### src/port0_pkg.sv
// shared constants and carrier types for the port 0 block
package port0_pkg;
  localparam int unsigned PIN_COUNT = 8;
  localparam logic [11:0] OFF_DATA_LATCH = 12'h000;
  localparam logic [11:0] OFF_DIRECTION = 12'h004;
  localparam logic [11:0] OFF_PULLUP_ENABLE = 12'h008;
  localparam logic [11:0] OFF_ANALOG_INPUT_DISABLE = 12'h00C;
  localparam logic [11:0] OFF_PIN_LEVEL = 12'h010;
  localparam logic [11:0] OFF_RMW_STATUS = 12'h014;
  localparam logic [7:0] RESET_BYTE = 8'h00;
  localparam logic [1:0] RESP_OKAY = 2'h0;
  localparam logic [1:0] RESP_SLVERR = 2'h2;
  localparam int unsigned SYNC_STAGES = 3;
  localparam int unsigned ADDR_LSB = 2;
  localparam int unsigned RMW_BIT = 0;

  typedef struct packed {
    logic [7:0] data_latch;
    logic [7:0] direction;
    logic [7:0] pullup_enable;
    logic [7:0] analog_input_disable_low;
  } port_regs_s;

  typedef struct packed {
    logic [7:0] out_value;
    logic [7:0] out_enable;
    logic [7:0] pullup_on;
    logic [7:0] digital_input_enable;
    logic [7:0] ext_irq_level;
  } pin_ctrl_s;
endpackage : port0_pkg
### src/port0_gpio.sv
// port 0 gpio block with AXI4-Lite register slave
//
// Local design decisions: the AXI4-Lite slave port and the address map.
`timescale 1ns/100ps
`default_nettype none
module port0_gpio
(
  input wire logic I_CLK_SYS,
  input wire logic I_RST,
  input wire logic [11:0] I_AWADDR,
  input wire logic I_AWVALID,
  output logic O_AWREADY,
  input wire logic [31:0] I_WDATA,
  input wire logic [3:0] I_WSTRB,
  input wire logic I_WVALID,
  output logic O_WREADY,
  output logic [1:0] O_BRESP,
  output logic O_BVALID,
  input wire logic I_BREADY,
  input wire logic [11:0] I_ARADDR,
  input wire logic [2:0] I_ARPROT,
  input wire logic I_ARVALID,
  output logic O_ARREADY,
  output logic [31:0] O_RDATA,
  output logic [1:0] O_RRESP,
  output logic O_RVALID,
  input wire logic I_RREADY,
  input wire logic [7:0] I_PIN_IN,
  output logic [7:0] O_PIN_OUT,
  output logic [7:0] O_PIN_OE,
  output logic [7:0] O_PULLUP_ON,
  output logic [7:0] O_DIG_IN_EN,
  output logic [7:0] O_DIG_IN,
  output logic [7:0] O_EXT_IRQ_LEVEL,
  input wire logic [7:0] I_PERIPH_OE,
  input wire logic [7:0] I_PERIPH_OUT,
  input wire logic I_STANDBY_PIN_STATE_SELECT,
  input wire logic I_STOP_OR_WATCH,
  input wire logic [7:0] I_EXT_IRQ_ENABLE
);
  typedef struct packed {
    port0_pkg::port_regs_s regs;
    port0_pkg::pin_ctrl_s pins;
    logic [7:0] dig_in;
    logic aw_held;
    logic [11:0] aw_addr;
    logic w_held;
    logic [31:0] w_data;
    logic [3:0] w_strb;
    logic bvalid;
    logic [1:0] bresp;
    logic rvalid;
    logic [31:0] rdata;
    logic [1:0] rresp;
    logic last_rmw;
    logic awready;
    logic wready;
    logic arready;
  } top_state_s;

  top_state_s state_q;
  top_state_s state_d;
  logic [7:0] pin_sync;
  logic [7:0] mux_out;
  logic [7:0] mux_oe;
  logic [7:0] mux_pullup;
  logic [7:0] mux_dig_en;
  logic [7:0] mux_irq;
  logic standby_hiz;
  logic [7:0] sampled_pin;
  logic [7:0] data_read_value;
  logic rmw_access;
  logic [9:0] aw_word;
  logic [9:0] ar_word;
  logic [5:0] wr_sel;
  logic [5:0] rd_sel;

  assign standby_hiz = I_STANDBY_PIN_STATE_SELECT && I_STOP_OR_WATCH;
  // read qualifier carried on the privileged bit (bit 0) of arprot
  assign rmw_access = I_ARPROT[port0_pkg::RMW_BIT];
  assign aw_word = state_q.aw_addr[11:port0_pkg::ADDR_LSB];
  assign ar_word = I_ARADDR[11:port0_pkg::ADDR_LSB];

  // one-hot word decode: latch, direction, pull-up, analog, pin level, rmw flag
  always_comb
  begin
    wr_sel = 6'h00;
    if (aw_word == port0_pkg::OFF_DATA_LATCH[11:port0_pkg::ADDR_LSB])
    begin
      wr_sel[0] = 1'b1;
    end
    else if (aw_word == port0_pkg::OFF_DIRECTION[11:port0_pkg::ADDR_LSB])
    begin
      wr_sel[1] = 1'b1;
    end
    else if (aw_word == port0_pkg::OFF_PULLUP_ENABLE[11:port0_pkg::ADDR_LSB])
    begin
      wr_sel[2] = 1'b1;
    end
    else if (aw_word == port0_pkg::OFF_ANALOG_INPUT_DISABLE[11:port0_pkg::ADDR_LSB])
    begin
      wr_sel[3] = 1'b1;
    end
    else if (aw_word == port0_pkg::OFF_PIN_LEVEL[11:port0_pkg::ADDR_LSB])
    begin
      wr_sel[4] = 1'b1;
    end
    else if (aw_word == port0_pkg::OFF_RMW_STATUS[11:port0_pkg::ADDR_LSB])
    begin
      wr_sel[5] = 1'b1;
    end
    rd_sel = 6'h00;
    if (ar_word == port0_pkg::OFF_DATA_LATCH[11:port0_pkg::ADDR_LSB])
    begin
      rd_sel[0] = 1'b1;
    end
    else if (ar_word == port0_pkg::OFF_DIRECTION[11:port0_pkg::ADDR_LSB])
    begin
      rd_sel[1] = 1'b1;
    end
    else if (ar_word == port0_pkg::OFF_PULLUP_ENABLE[11:port0_pkg::ADDR_LSB])
    begin
      rd_sel[2] = 1'b1;
    end
    else if (ar_word == port0_pkg::OFF_ANALOG_INPUT_DISABLE[11:port0_pkg::ADDR_LSB])
    begin
      rd_sel[3] = 1'b1;
    end
    else if (ar_word == port0_pkg::OFF_PIN_LEVEL[11:port0_pkg::ADDR_LSB])
    begin
      rd_sel[4] = 1'b1;
    end
    else if (ar_word == port0_pkg::OFF_RMW_STATUS[11:port0_pkg::ADDR_LSB])
    begin
      rd_sel[5] = 1'b1;
    end
  end

  for (genvar n = 0; n < port0_pkg::PIN_COUNT; n++)
  begin : g_pin
    port0_pin_sync u_sync
    (
      .i_clk(I_CLK_SYS),
      .i_rst(I_RST),
      .i_async(I_PIN_IN[n]),
      .o_level(pin_sync[n])
    );
    // bit n of every register steers pin n
    port0_pin_mux u_mux
    (
      .i_latch(state_q.regs.data_latch[n]),
      .i_direction(state_q.regs.direction[n]),
      .i_pullup_enable(state_q.regs.pullup_enable[n]),
      .i_analog_disable(state_q.regs.analog_input_disable_low[n]),
      .i_periph_oe(I_PERIPH_OE[n]),
      .i_periph_out(I_PERIPH_OUT[n]),
      .i_standby_hiz(standby_hiz),
      .i_irq_enable(I_EXT_IRQ_ENABLE[n]),
      .i_pin_level(pin_sync[n]),
      .o_out(mux_out[n]),
      .o_oe(mux_oe[n]),
      .o_pullup(mux_pullup[n]),
      .o_dig_in_en(mux_dig_en[n]),
      .o_irq_level(mux_irq[n])
    );
  end

  always_comb
  begin
    sampled_pin = pin_sync & state_q.pins.digital_input_enable;
    for (int i = 0; i < port0_pkg::PIN_COUNT; i++)
    begin
      if (rmw_access || (state_q.regs.direction[i] && !I_PERIPH_OE[i]))
      begin
        data_read_value[i] = state_q.regs.data_latch[i];
      end
      else
      begin
        data_read_value[i] = sampled_pin[i];
      end
    end
  end

  always_comb
  begin
    state_d = state_q;
    state_d.pins.out_value = mux_out;
    state_d.pins.out_enable = mux_oe;
    state_d.pins.pullup_on = mux_pullup;
    state_d.pins.digital_input_enable = mux_dig_en;
    state_d.pins.ext_irq_level = mux_irq;
    state_d.dig_in = sampled_pin;
    if (I_AWVALID && state_q.awready)
    begin
      state_d.aw_held = 1'b1;
      state_d.aw_addr = I_AWADDR;
    end
    if (I_WVALID && state_q.wready)
    begin
      state_d.w_held = 1'b1;
      state_d.w_data = I_WDATA;
      state_d.w_strb = I_WSTRB;
    end
    if (state_q.bvalid && I_BREADY)
    begin
      state_d.bvalid = 1'b0;
    end
    if (state_q.aw_held && state_q.w_held && !state_q.bvalid)
    begin
      state_d.aw_held = 1'b0;
      state_d.w_held = 1'b0;
      state_d.bvalid = 1'b1;
      state_d.bresp = port0_pkg::RESP_OKAY;
      if (wr_sel[0])
      begin
        if (state_q.w_strb[0])
        begin
          // latch written for inputs and outputs alike
          state_d.regs.data_latch = state_q.w_data[7:0];
        end
      end
      else if (wr_sel[1])
      begin
        if (state_q.w_strb[0])
        begin
          state_d.regs.direction = state_q.w_data[7:0];
        end
      end
      else if (wr_sel[2])
      begin
        if (state_q.w_strb[0])
        begin
          state_d.regs.pullup_enable = state_q.w_data[7:0];
        end
      end
      else if (wr_sel[3])
      begin
        if (state_q.w_strb[0])
        begin
          state_d.regs.analog_input_disable_low = state_q.w_data[7:0];
        end
      end
      else if (wr_sel[4] || wr_sel[5])
      begin
        state_d.bresp = port0_pkg::RESP_OKAY;
      end
      else
      begin
        state_d.bresp = port0_pkg::RESP_SLVERR;
      end
    end
    if (state_q.rvalid && I_RREADY)
    begin
      state_d.rvalid = 1'b0;
    end
    if (I_ARVALID && state_q.arready)
    begin
      state_d.rvalid = 1'b1;
      state_d.rresp = port0_pkg::RESP_OKAY;
      state_d.rdata = 32'h0000_0000;
      if (rd_sel[0])
      begin
        state_d.rdata[7:0] = data_read_value;
        state_d.last_rmw = rmw_access;
      end
      else if (rd_sel[1])
      begin
        state_d.rdata[7:0] = state_q.regs.direction;
      end
      else if (rd_sel[2])
      begin
        state_d.rdata[7:0] = state_q.regs.pullup_enable;
      end
      else if (rd_sel[3])
      begin
        state_d.rdata[7:0] = state_q.regs.analog_input_disable_low;
      end
      else if (rd_sel[4])
      begin
        state_d.rdata[7:0] = pin_sync;
      end
      else if (rd_sel[5])
      begin
        state_d.rdata[0] = state_q.last_rmw;
      end
      else
      begin
        state_d.rresp = port0_pkg::RESP_SLVERR;
      end
    end
    state_d.awready = !state_d.aw_held;
    state_d.wready = !state_d.w_held;
    state_d.arready = !state_d.rvalid;
  end

  always_ff @(posedge I_CLK_SYS)
  begin
    if (I_RST)
    begin
      state_q <= '0;
    end
    else
    begin
      state_q <= state_d;
    end
  end

  // ready levels are registered: high only while a slot is free
  assign O_AWREADY = state_q.awready;
  assign O_WREADY = state_q.wready;
  assign O_ARREADY = state_q.arready;
  assign O_BVALID = state_q.bvalid;
  assign O_BRESP = state_q.bresp;
  assign O_RVALID = state_q.rvalid;
  assign O_RDATA = state_q.rdata;
  assign O_RRESP = state_q.rresp;
  assign O_PIN_OUT = state_q.pins.out_value;
  assign O_PIN_OE = state_q.pins.out_enable;
  assign O_PULLUP_ON = state_q.pins.pullup_on;
  assign O_DIG_IN_EN = state_q.pins.digital_input_enable;
  assign O_DIG_IN = state_q.dig_in;
  assign O_EXT_IRQ_LEVEL = state_q.pins.ext_irq_level;
endmodule : port0_gpio
`default_nettype wire

### src/port0_pin_mux.sv
// per-pin driver selection, pull-up and input gating
`timescale 1ns/100ps
`default_nettype none
module port0_pin_mux
(
  input wire logic i_latch,
  input wire logic i_direction,
  input wire logic i_pullup_enable,
  input wire logic i_analog_disable,
  input wire logic i_periph_oe,
  input wire logic i_periph_out,
  input wire logic i_standby_hiz,
  input wire logic i_irq_enable,
  input wire logic i_pin_level,
  output logic o_out,
  output logic o_oe,
  output logic o_pullup,
  output logic o_dig_in_en,
  output logic o_irq_level
);
  logic drive_en;
  logic drive_val;
  logic keep_input;

  always_comb
  begin
    keep_input = !i_standby_hiz || i_irq_enable;
    // peripheral wins over the latch
    drive_val = i_periph_oe ? i_periph_out : i_latch;
    drive_en = (i_periph_oe || i_direction) && !i_standby_hiz;
    o_out = drive_val;
    o_oe = drive_en;
    // pull-up cut while driving low
    o_pullup = i_pullup_enable && !(drive_en && !drive_val);
    // digital path blocked when analog selected
    o_dig_in_en = i_analog_disable && keep_input;
    // interrupt sees pin regardless of port setup, but reads 0 in standby unless its irq is enabled
    o_irq_level = keep_input ? i_pin_level : 1'b0;
  end
endmodule : port0_pin_mux
`default_nettype wire

### src/port0_pin_sync.sv
// three-stage synchroniser with agreement filter for one pin
`timescale 1ns/100ps
`default_nettype none
module port0_pin_sync
(
  input wire logic i_clk,
  input wire logic i_rst,
  input wire logic i_async,
  output logic o_level
);
  typedef struct packed {
    logic [port0_pkg::SYNC_STAGES-1:0] chain;
    logic level;
  } sync_state_s;

  sync_state_s state_q;
  sync_state_s state_d;

  always_comb
  begin
    state_d = state_q;
    state_d.chain = {state_q.chain[port0_pkg::SYNC_STAGES-2:0], i_async};
    if (state_q.chain[1] == state_q.chain[2])
    begin
      state_d.level = state_q.chain[2];
    end
  end

  always_ff @(posedge i_clk)
  begin
    if (i_rst)
    begin
      state_q <= '0;
    end
    else
    begin
      state_q <= state_d;
    end
  end

  assign o_level = state_q.level;
endmodule : port0_pin_sync
`default_nettype wire

### config.mk
export PLATFORM = sky130hd
export DESIGN_NAME = port0_gpio
export DESIGN_NICKNAME = d
export VERILOG_FILES = /design/src/port0_pkg.sv /design/src/port0_gpio.sv /design/src/port0_pin_mux.sv /design/src/port0_pin_sync.sv
export SDC_FILE = /design/constraint.sdc
export NUM_CORES = 1
export LEC_CHECK = 0
export ABC_AREA = 1
export BUFFER_PORTS_ARGS = -buffer_cell sky130_fd_sc_hd__buf_4
export CAP_MARGIN = 25
export CORE_UTILIZATION = 34
export DETAILED_ROUTE_END_ITERATION = 6
export PLACE_DENSITY = 0.69
export SYNTH_ARGS = -nofsm -noshare
export SYNTH_HDL_FRONTEND = slang
export SYNTH_SLANG_ARGS = --single-unit
### constraint.sdc
create_clock -name I_CLK_SYS -period 2.4 [get_ports I_CLK_SYS]
set_input_delay 0.48 -clock I_CLK_SYS [delete_from_list [all_inputs] [get_ports I_CLK_SYS]]
set_output_delay 0.48 -clock I_CLK_SYS [all_outputs]
set_load 0.005 [all_outputs]
## After elaboration in Yosys (flattened, before gate mapping)

Index checks and enable logic that the tools add are counted.

| word-level totals | value |
|---|---|
| flip-flop bits (word level) | 180 |
| input bits | 104 |
| logic and storage cells | 260 |
| output and inout port bits | 89 |

| operators by class | value |
|---|---|
| equality and inequality tests | 18 |
| bitwise logic cells | 12 |
| reduce and logical (&&, ||, !) cells | 118 |
| multiplexer cells | 65 |

Operator list:

| operator | count |
|---|---|
| $logic_and 1x1->1 | 48 |
| $eq 10x2->1 const B | 4 |
| $eq 10x3->1 const B | 4 |
| $mux 1 | 37 |
| $mux 37 | 1 |
| $mux 36 | 1 |
| $mux 8 | 4 |
| $logic_not 1->1 | 29 |
| $mux 2 | 13 |
| $logic_or 1x1->1 | 25 |
| $eq 10x1->1 const B | 2 |
| $logic_not 10->1 | 2 |
| $reduce_or 2->1 | 8 |
| $mux 13 | 1 |
| $not 1->1 | 11 |
| $mux 5 | 2 |
| $mux 3 | 3 |
| $and 8x8->8 | 1 |
| $eq 1x1->1 | 8 |
| $mux 4 | 2 |
| $mux 7 | 1 |
| $reduce_and 6->1 | 1 |
| $reduce_and 5->1 | 1 |
| $reduce_and 4->1 | 1 |
| other kinds (3) | 3 |

## Depth between registers and ports, before layout

| depth | value |
|---|---|
| depth after elaboration | 15 |
| depth in mapped cells | 10 |
| gate-level depth less buffers | 9 |

## Modules after synthesis

From an unflattened synthesis, not the netlist that was laid out.

| unflattened totals | value |
|---|---|
| cell total of the unflattened synthesis | 861 |
| area, all modules | 6533.8 um^2 |

Modules (own cells, without submodules):

| module | instances | area each (um^2) | cells an instance | seq. area each (um^2) |
|---|---|---|---|---|
| port0_gpio | 1 | 5072.4 | 661 | 2342.2 |
| port0_pin_sync | 8 | 121.4 | 13 | 80.1 |
| port0_pin_mux | 8 | 61.3 | 12 | 0.0 |

## Worst setup path before layout

Ideal clock, no wire load.

| path | value |
|---|---|
| path type | input -> register |
| from | input I_ARADDR[9] |
| to | register state_q, in the netlist O_RRESP[1] |
| setup slack | 0.933 ns |
| required time | 2.272 ns |
| data arrival time | 1.339 ns |
| setup time | 0.128 ns |
| path buffers | 1 |
| stages | 9 |
| cell sequence | nor2_1 -> nand2_2 -> nor2_2 -> buf_4 -> nand2_1 -> nand3_1 -> nor3_1 -> a21oi_1 -> nor2_1 |

| between the ends | value |
|---|---|
| longest elaborated chain between the ends | 13 |
| elaborated cells on any way between the ends | 23 |
| classes of those cells | eq/ne: 5; mux: 17; reduce/logical: 1 |

Ends and longest elaborated chain:

| what | RTL line | RTL |
|---|---|---|
| start: declaration | port0_gpio.sv:20 | `input wire logic [11:0] I_ARADDR,` |
| $eq 10x3->1 | port0_gpio.sv:133 | `else if (ar_word == port0_pkg::OFF_RMW_STATUS[11:port0_pkg::ADDR_LSB])` |
| $mux 1 | port0_gpio.sv:133 |  |
| $mux 1 | port0_gpio.sv:129 | `else if (ar_word == port0_pkg::OFF_PIN_LEVEL[11:port0_pkg::ADDR_LSB])` |
| $mux 2 | port0_gpio.sv:125 | `else if (ar_word == port0_pkg::OFF_ANALOG_INPUT_DISABLE[11:port0_pkg::ADDR_LSB])` |
| $mux 3 | port0_gpio.sv:121 | `else if (ar_word == port0_pkg::OFF_PULLUP_ENABLE[11:port0_pkg::ADDR_LSB])` |
| $mux 4 | port0_gpio.sv:117 | `else if (ar_word == port0_pkg::OFF_DIRECTION[11:port0_pkg::ADDR_LSB])` |
| $mux 5 | port0_gpio.sv:113 | `if (ar_word == port0_pkg::OFF_DATA_LATCH[11:port0_pkg::ADDR_LSB])` |
| $mux 2 | port0_gpio.sv:282 | `else if (rd_sel[5])` |
| $mux 2 | port0_gpio.sv:278 | `else if (rd_sel[4])` |
| $mux 2 | port0_gpio.sv:274 | `else if (rd_sel[3])` |
| $mux 2 | port0_gpio.sv:270 | `else if (rd_sel[2])` |
| $mux 2 | port0_gpio.sv:266 | `else if (rd_sel[1])` |
| $mux 2 * | port0_gpio.sv:261 | `if (rd_sel[0])` |
| end signal: assignment | port0_gpio.sv:304 | `state_q <= state_d;` |
| end: declaration | port0_gpio.sv:61 | `top_state_s state_q;` |

Every way passes the cells marked *; elsewhere a longest branch is shown, timed or not.
A chain may end at the register's enable or synchronous reset.

## Worst setup path in the final report

| path | value |
|---|---|
| from | register state_q[91] (netlist bit) |
| to | register state_q[151] (netlist bit) |

| between the ends | value |
|---|---|
| longest elaborated chain between the ends | 3 |

Ends and longest elaborated chain:

| what | RTL line | RTL |
|---|---|---|
| $logic_and 1x1->1 (2 in series) | port0_gpio.sv:208 | `if (state_q.aw_held && state_q.w_held && !state_q.bvalid)` |
| $reduce_and 5->1 (no line) | -- |  |

Every way passes these cells.

==> summary.md <==
| Metric | Value |
|---|---|
| Area grow syn2layout | `21.39%` |
| Via count | `around 4800` |
| CTS root buf | `clkbuf_16` |
| Dpl cell area | `slightly below 7000 um2` |
| Antenna violations before repair | `0` |
| Status | `completed` |
| Final wirelength | `15.00 mm` |
| H-tree depth | `4` |
| Initial Util | `0.3500` |
| Largest net degree at the start of global routing | `91` |
| Post-synthesis sequential area ratio | `0.4893` |
| Final Hold Viols | `0` |
| Crit path largest cell delay | `approximately 0.37 ns` |
| Vias in the first global route | `4516` |
| Routed Antenna Nets | `0` |
| Netlist Area Pre-Place | `6096 um2` |
| Hold-fix buffers, CTS | `0` |
| WP depth | `7` |
| Hold path endpoint | `g_pin[4].u_sync.state_d[2]` |
| Io pins | `193` |
| Layout cells sized above 1 | `0.2274` |
| Period utilization | `0.6738` |
| First-pass GRT wire length | `23.49 mm` |
| WS Path Type | `flip-flop to flip-flop` |
| #FFs+latches synth | `149` |
| Hold-critical path depth | `3` |
| RSZ-0062 raised after global routing | `no` |
| Clk_lat worst skew | `0.42 ns` |
| CTS tree | `yes` |
| Maximum clock frequency | `0.6184 GHz` |
| Max-Cap Viols | `0` |
| DRT iter0 DRCs | `~320` |
| R2r startpoint | `state_q[91]` |
| CP Data Arrival Time | `1.91 ns` |
| Resize count post-CTS | `0` |
| Commonest non-fill, non-tap cell in the layout | `dfxtp_1` |
| Setup_tns | `0 ns` |
| Nets | `944` |
| Post-CTS Setup Bufs | `0` |
| Slew Limit Fails | `0` |
| Syn avg cell area | `around 8.0 um2` |
| Clock transition at the registers of the reported paths | `0.06 ns` |
| Top Family by Delay on Critical Path | `simple AND/OR/NAND/NOR gates` |
| Diodes inserted | `0` |
| Non-Filler Instances | `1078` |
| Most frequent cells in the layout | `149 x dfxtp_1, 142 x buf_4, 135 x nor2_1, 91 x inv_1, 88 x o21ai_0` |
| Congestion Overflow GR | `0` |
| Die height | `~140 um` |
| Vias per cell | `about 4.5` |
| CP max stage cell | `nand4_2` |
| Final Wtd Congestion | `around 0.87` |
| Distinct cells, synth | `34` |
| DR WL/cell | `approximately 14 um` |
| CORE AREA | `17420 um2` |
| CTS sink count | `around 150` |
| Fin Hold WS | `0.2588 ns` |
| Final non-filler cell area | `7400 um2` |
| Reg2Reg Setup Slack | `0.78 ns` |
| Drc violations | `0` |
| Endpoints failing setup | `0` |
| Tmin final | `approximately 1.6 ns` |
| Die area | `18470 um2` |
| Dpl cells | `1046` |
| Clk buf depth | `2` |
| Worst Skew | `0.008228 ns` |
| Std-Cell Rows | `48` |
| Max Fanout on Critical Path | `16` |
| Syn Inst Count | `761` |
| Die Width | `135.9 um` |
| Buffers added on ports | `133` |
| GRT Total Usage | `0.1707` |
| Buf/Inv on CP | `1` |
| Inserted Clock Buffers | `17` |
| Cells along the critical path | `nand2_1 -> nor2_2 -> inv_2 -> nor2_8 -> nand4_2 -> o21ai_0 -> a21oi_1` |
| Static Leak | `0.003237 uW` |
| Worst hold path class | `input pin to flip-flop` |
| First-pass detailed-route iteration total | `4` |
| Critical R2R Capture | `state_q[151]` |
| Endpoint class of the critical path | `flip-flop` |
| Maximum vdd ir drop | `0.5050 mV` |
| Detail Placement HPWL | `between 10 and 15 mm` |
| Crit start category | `flip-flop` |
| R2r worst-path depth | `7` |
| CP required | `between 2 and 3 ns` |
| Ys Warns | `0` |
| Power Density | `754.0 nW/um2` |
| Hold wc startpoint | `I_PIN_IN[4]` |
-- report_power, final --
group / total [uW] / switching (uW) / internal [uW]
Combinational: 410 / 232 / 178
Sequential: 2580 / 33.9 / 2540
Clock: 2590 / 1070 / 1520
Total: 5580 / 1340 / 4240
-- worst max path at each step --
| stage | start | end | slack, ns |
|---|---|---|---|
| floorplan | I_ARADDR[9] | O_RRESP[1] | 0.93 |
| global placement | I_ARADDR[11] | O_RDATA[2] | 0.40 |
| detailed placement | I_ARADDR[11] | O_RDATA[2] | 0.36 |
| CTS | state_q[91] | state_q[152] | 0.78 |
| global route | state_q[91] | state_q[155] | 0.51 |
| finish | state_q[91] | state_q[151] | 0.78 |
-- cells by family after synthesis --
| logic type | count (synthesis) | synth area share |
|---|---|---|
| AND/OR/NAND/NOR | 228 | 0.1609 |
| other | 1 | 0.0006152 |
| buffers and inverters | 205 | 0.1847 |
| flip-flops | 149 | 0.4893 |
| multiplexers | 3 | 0.004926 |
| AO/OA/AOI/OAI | 175 | 0.1595 |
-- flip-flops by register name, indices dropped and copies added, names as in the netlist, 8 cells and up --
| register | count |
|---|---|
| state_q | 44 |
| g_pin.u_sync.state_d | 16 |
| aw_word | 10 |
| O_DIG_IN | 8 |
| O_DIG_IN_EN | 8 |
| O_EXT_IRQ_LEVEL | 8 |
| O_PIN_OE | 8 |
| O_PIN_OUT | 8 |
| O_PULLUP_ON | 8 |
| O_RDATA | 8 |
| g_pin.u_sync.o_level | 8 |
| g_pin.u_sync.state_q | 8 |
-- synth_stat cells --
master,count,share of area
a2111oi_0,1,0.0014
a211oi_1,22,0.027
a211oi_2,2,0.0041
a21oi_1,52,0.043
a21oi_2,1,0.0014
a22oi_1,5,0.0062
a31oi_1,3,0.0031
and3_1,1,0.0010
buf_1,5,0.0031
buf_12,1,0.0033
buf_2,5,0.0041
buf_4,85,0.10
buf_6,2,0.0037
clkbuf_1,11,0.0068
clkinv_1,2,0.0012
conb_1,1,0.00062
dfxtp_1,149,0.49
inv_1,91,0.056
inv_2,3,0.0018
mux2i_1,3,0.0049
nand2_1,44,0.027
nand2_2,1,0.0010
nand3_1,28,0.023
nand4_1,6,0.0062
nand4_2,1,0.0021
nand4_4,1,0.0035
nor2_1,135,0.083
nor2_2,6,0.0062
nor2_4,1,0.0018
nor2_8,1,0.0033
nor3_1,2,0.0016
o211ai_1,1,0.0012
o21ai_0,88,0.072
or2_2,1,0.0010
-- worst reg2reg max path, stage by stage, from the launching register on --
cell and delay, ns:
dfxtp_1 0.33, nand2_1 0.07, nor2_2 0.15, inv_2 0.10, nor2_8 0.12, nand4_2 0.37
o21ai_0 0.30, a21oi_1 0.06
-- area by class of cell --
cell class / count / area [um2]
Fill cell: 1759 / 10020
Clock inverter: 12 / 121.4
Sequential cell: 149 / 2983
Tap cell: 225 / 281.5
Clock buffer: 20 / 466.7
Timing Repair Buffer: 144 / 1106
Multi-Input combinational cell: 432 / 2081
Inverter: 96 / 360.3
-- per-layer routing --
metal	GRT usage	vias to the layer above	wire, um
li1	-	2508	-
met1	0.2136	2142	6798
met2	0.2783	160	7020
met3	0.05220	10	1011
met4	0.05556	0	170
met5	0	-	0
-- stage by stage --
step,utilization,total power (uW),setup WS (ns)
3_5_place_dp,0.3911,3044,0.3580
2_1_floorplan,-,2882,0.9331
5_1_grt,0.4249,5800,0.5134
6_report,0.4249,5579,0.7828
3_3_place_gp,0.3911,3038,0.4021
4_1_cts,0.4249,5640,0.7787
Note: power is estimated with default switching activity, not from simulation.
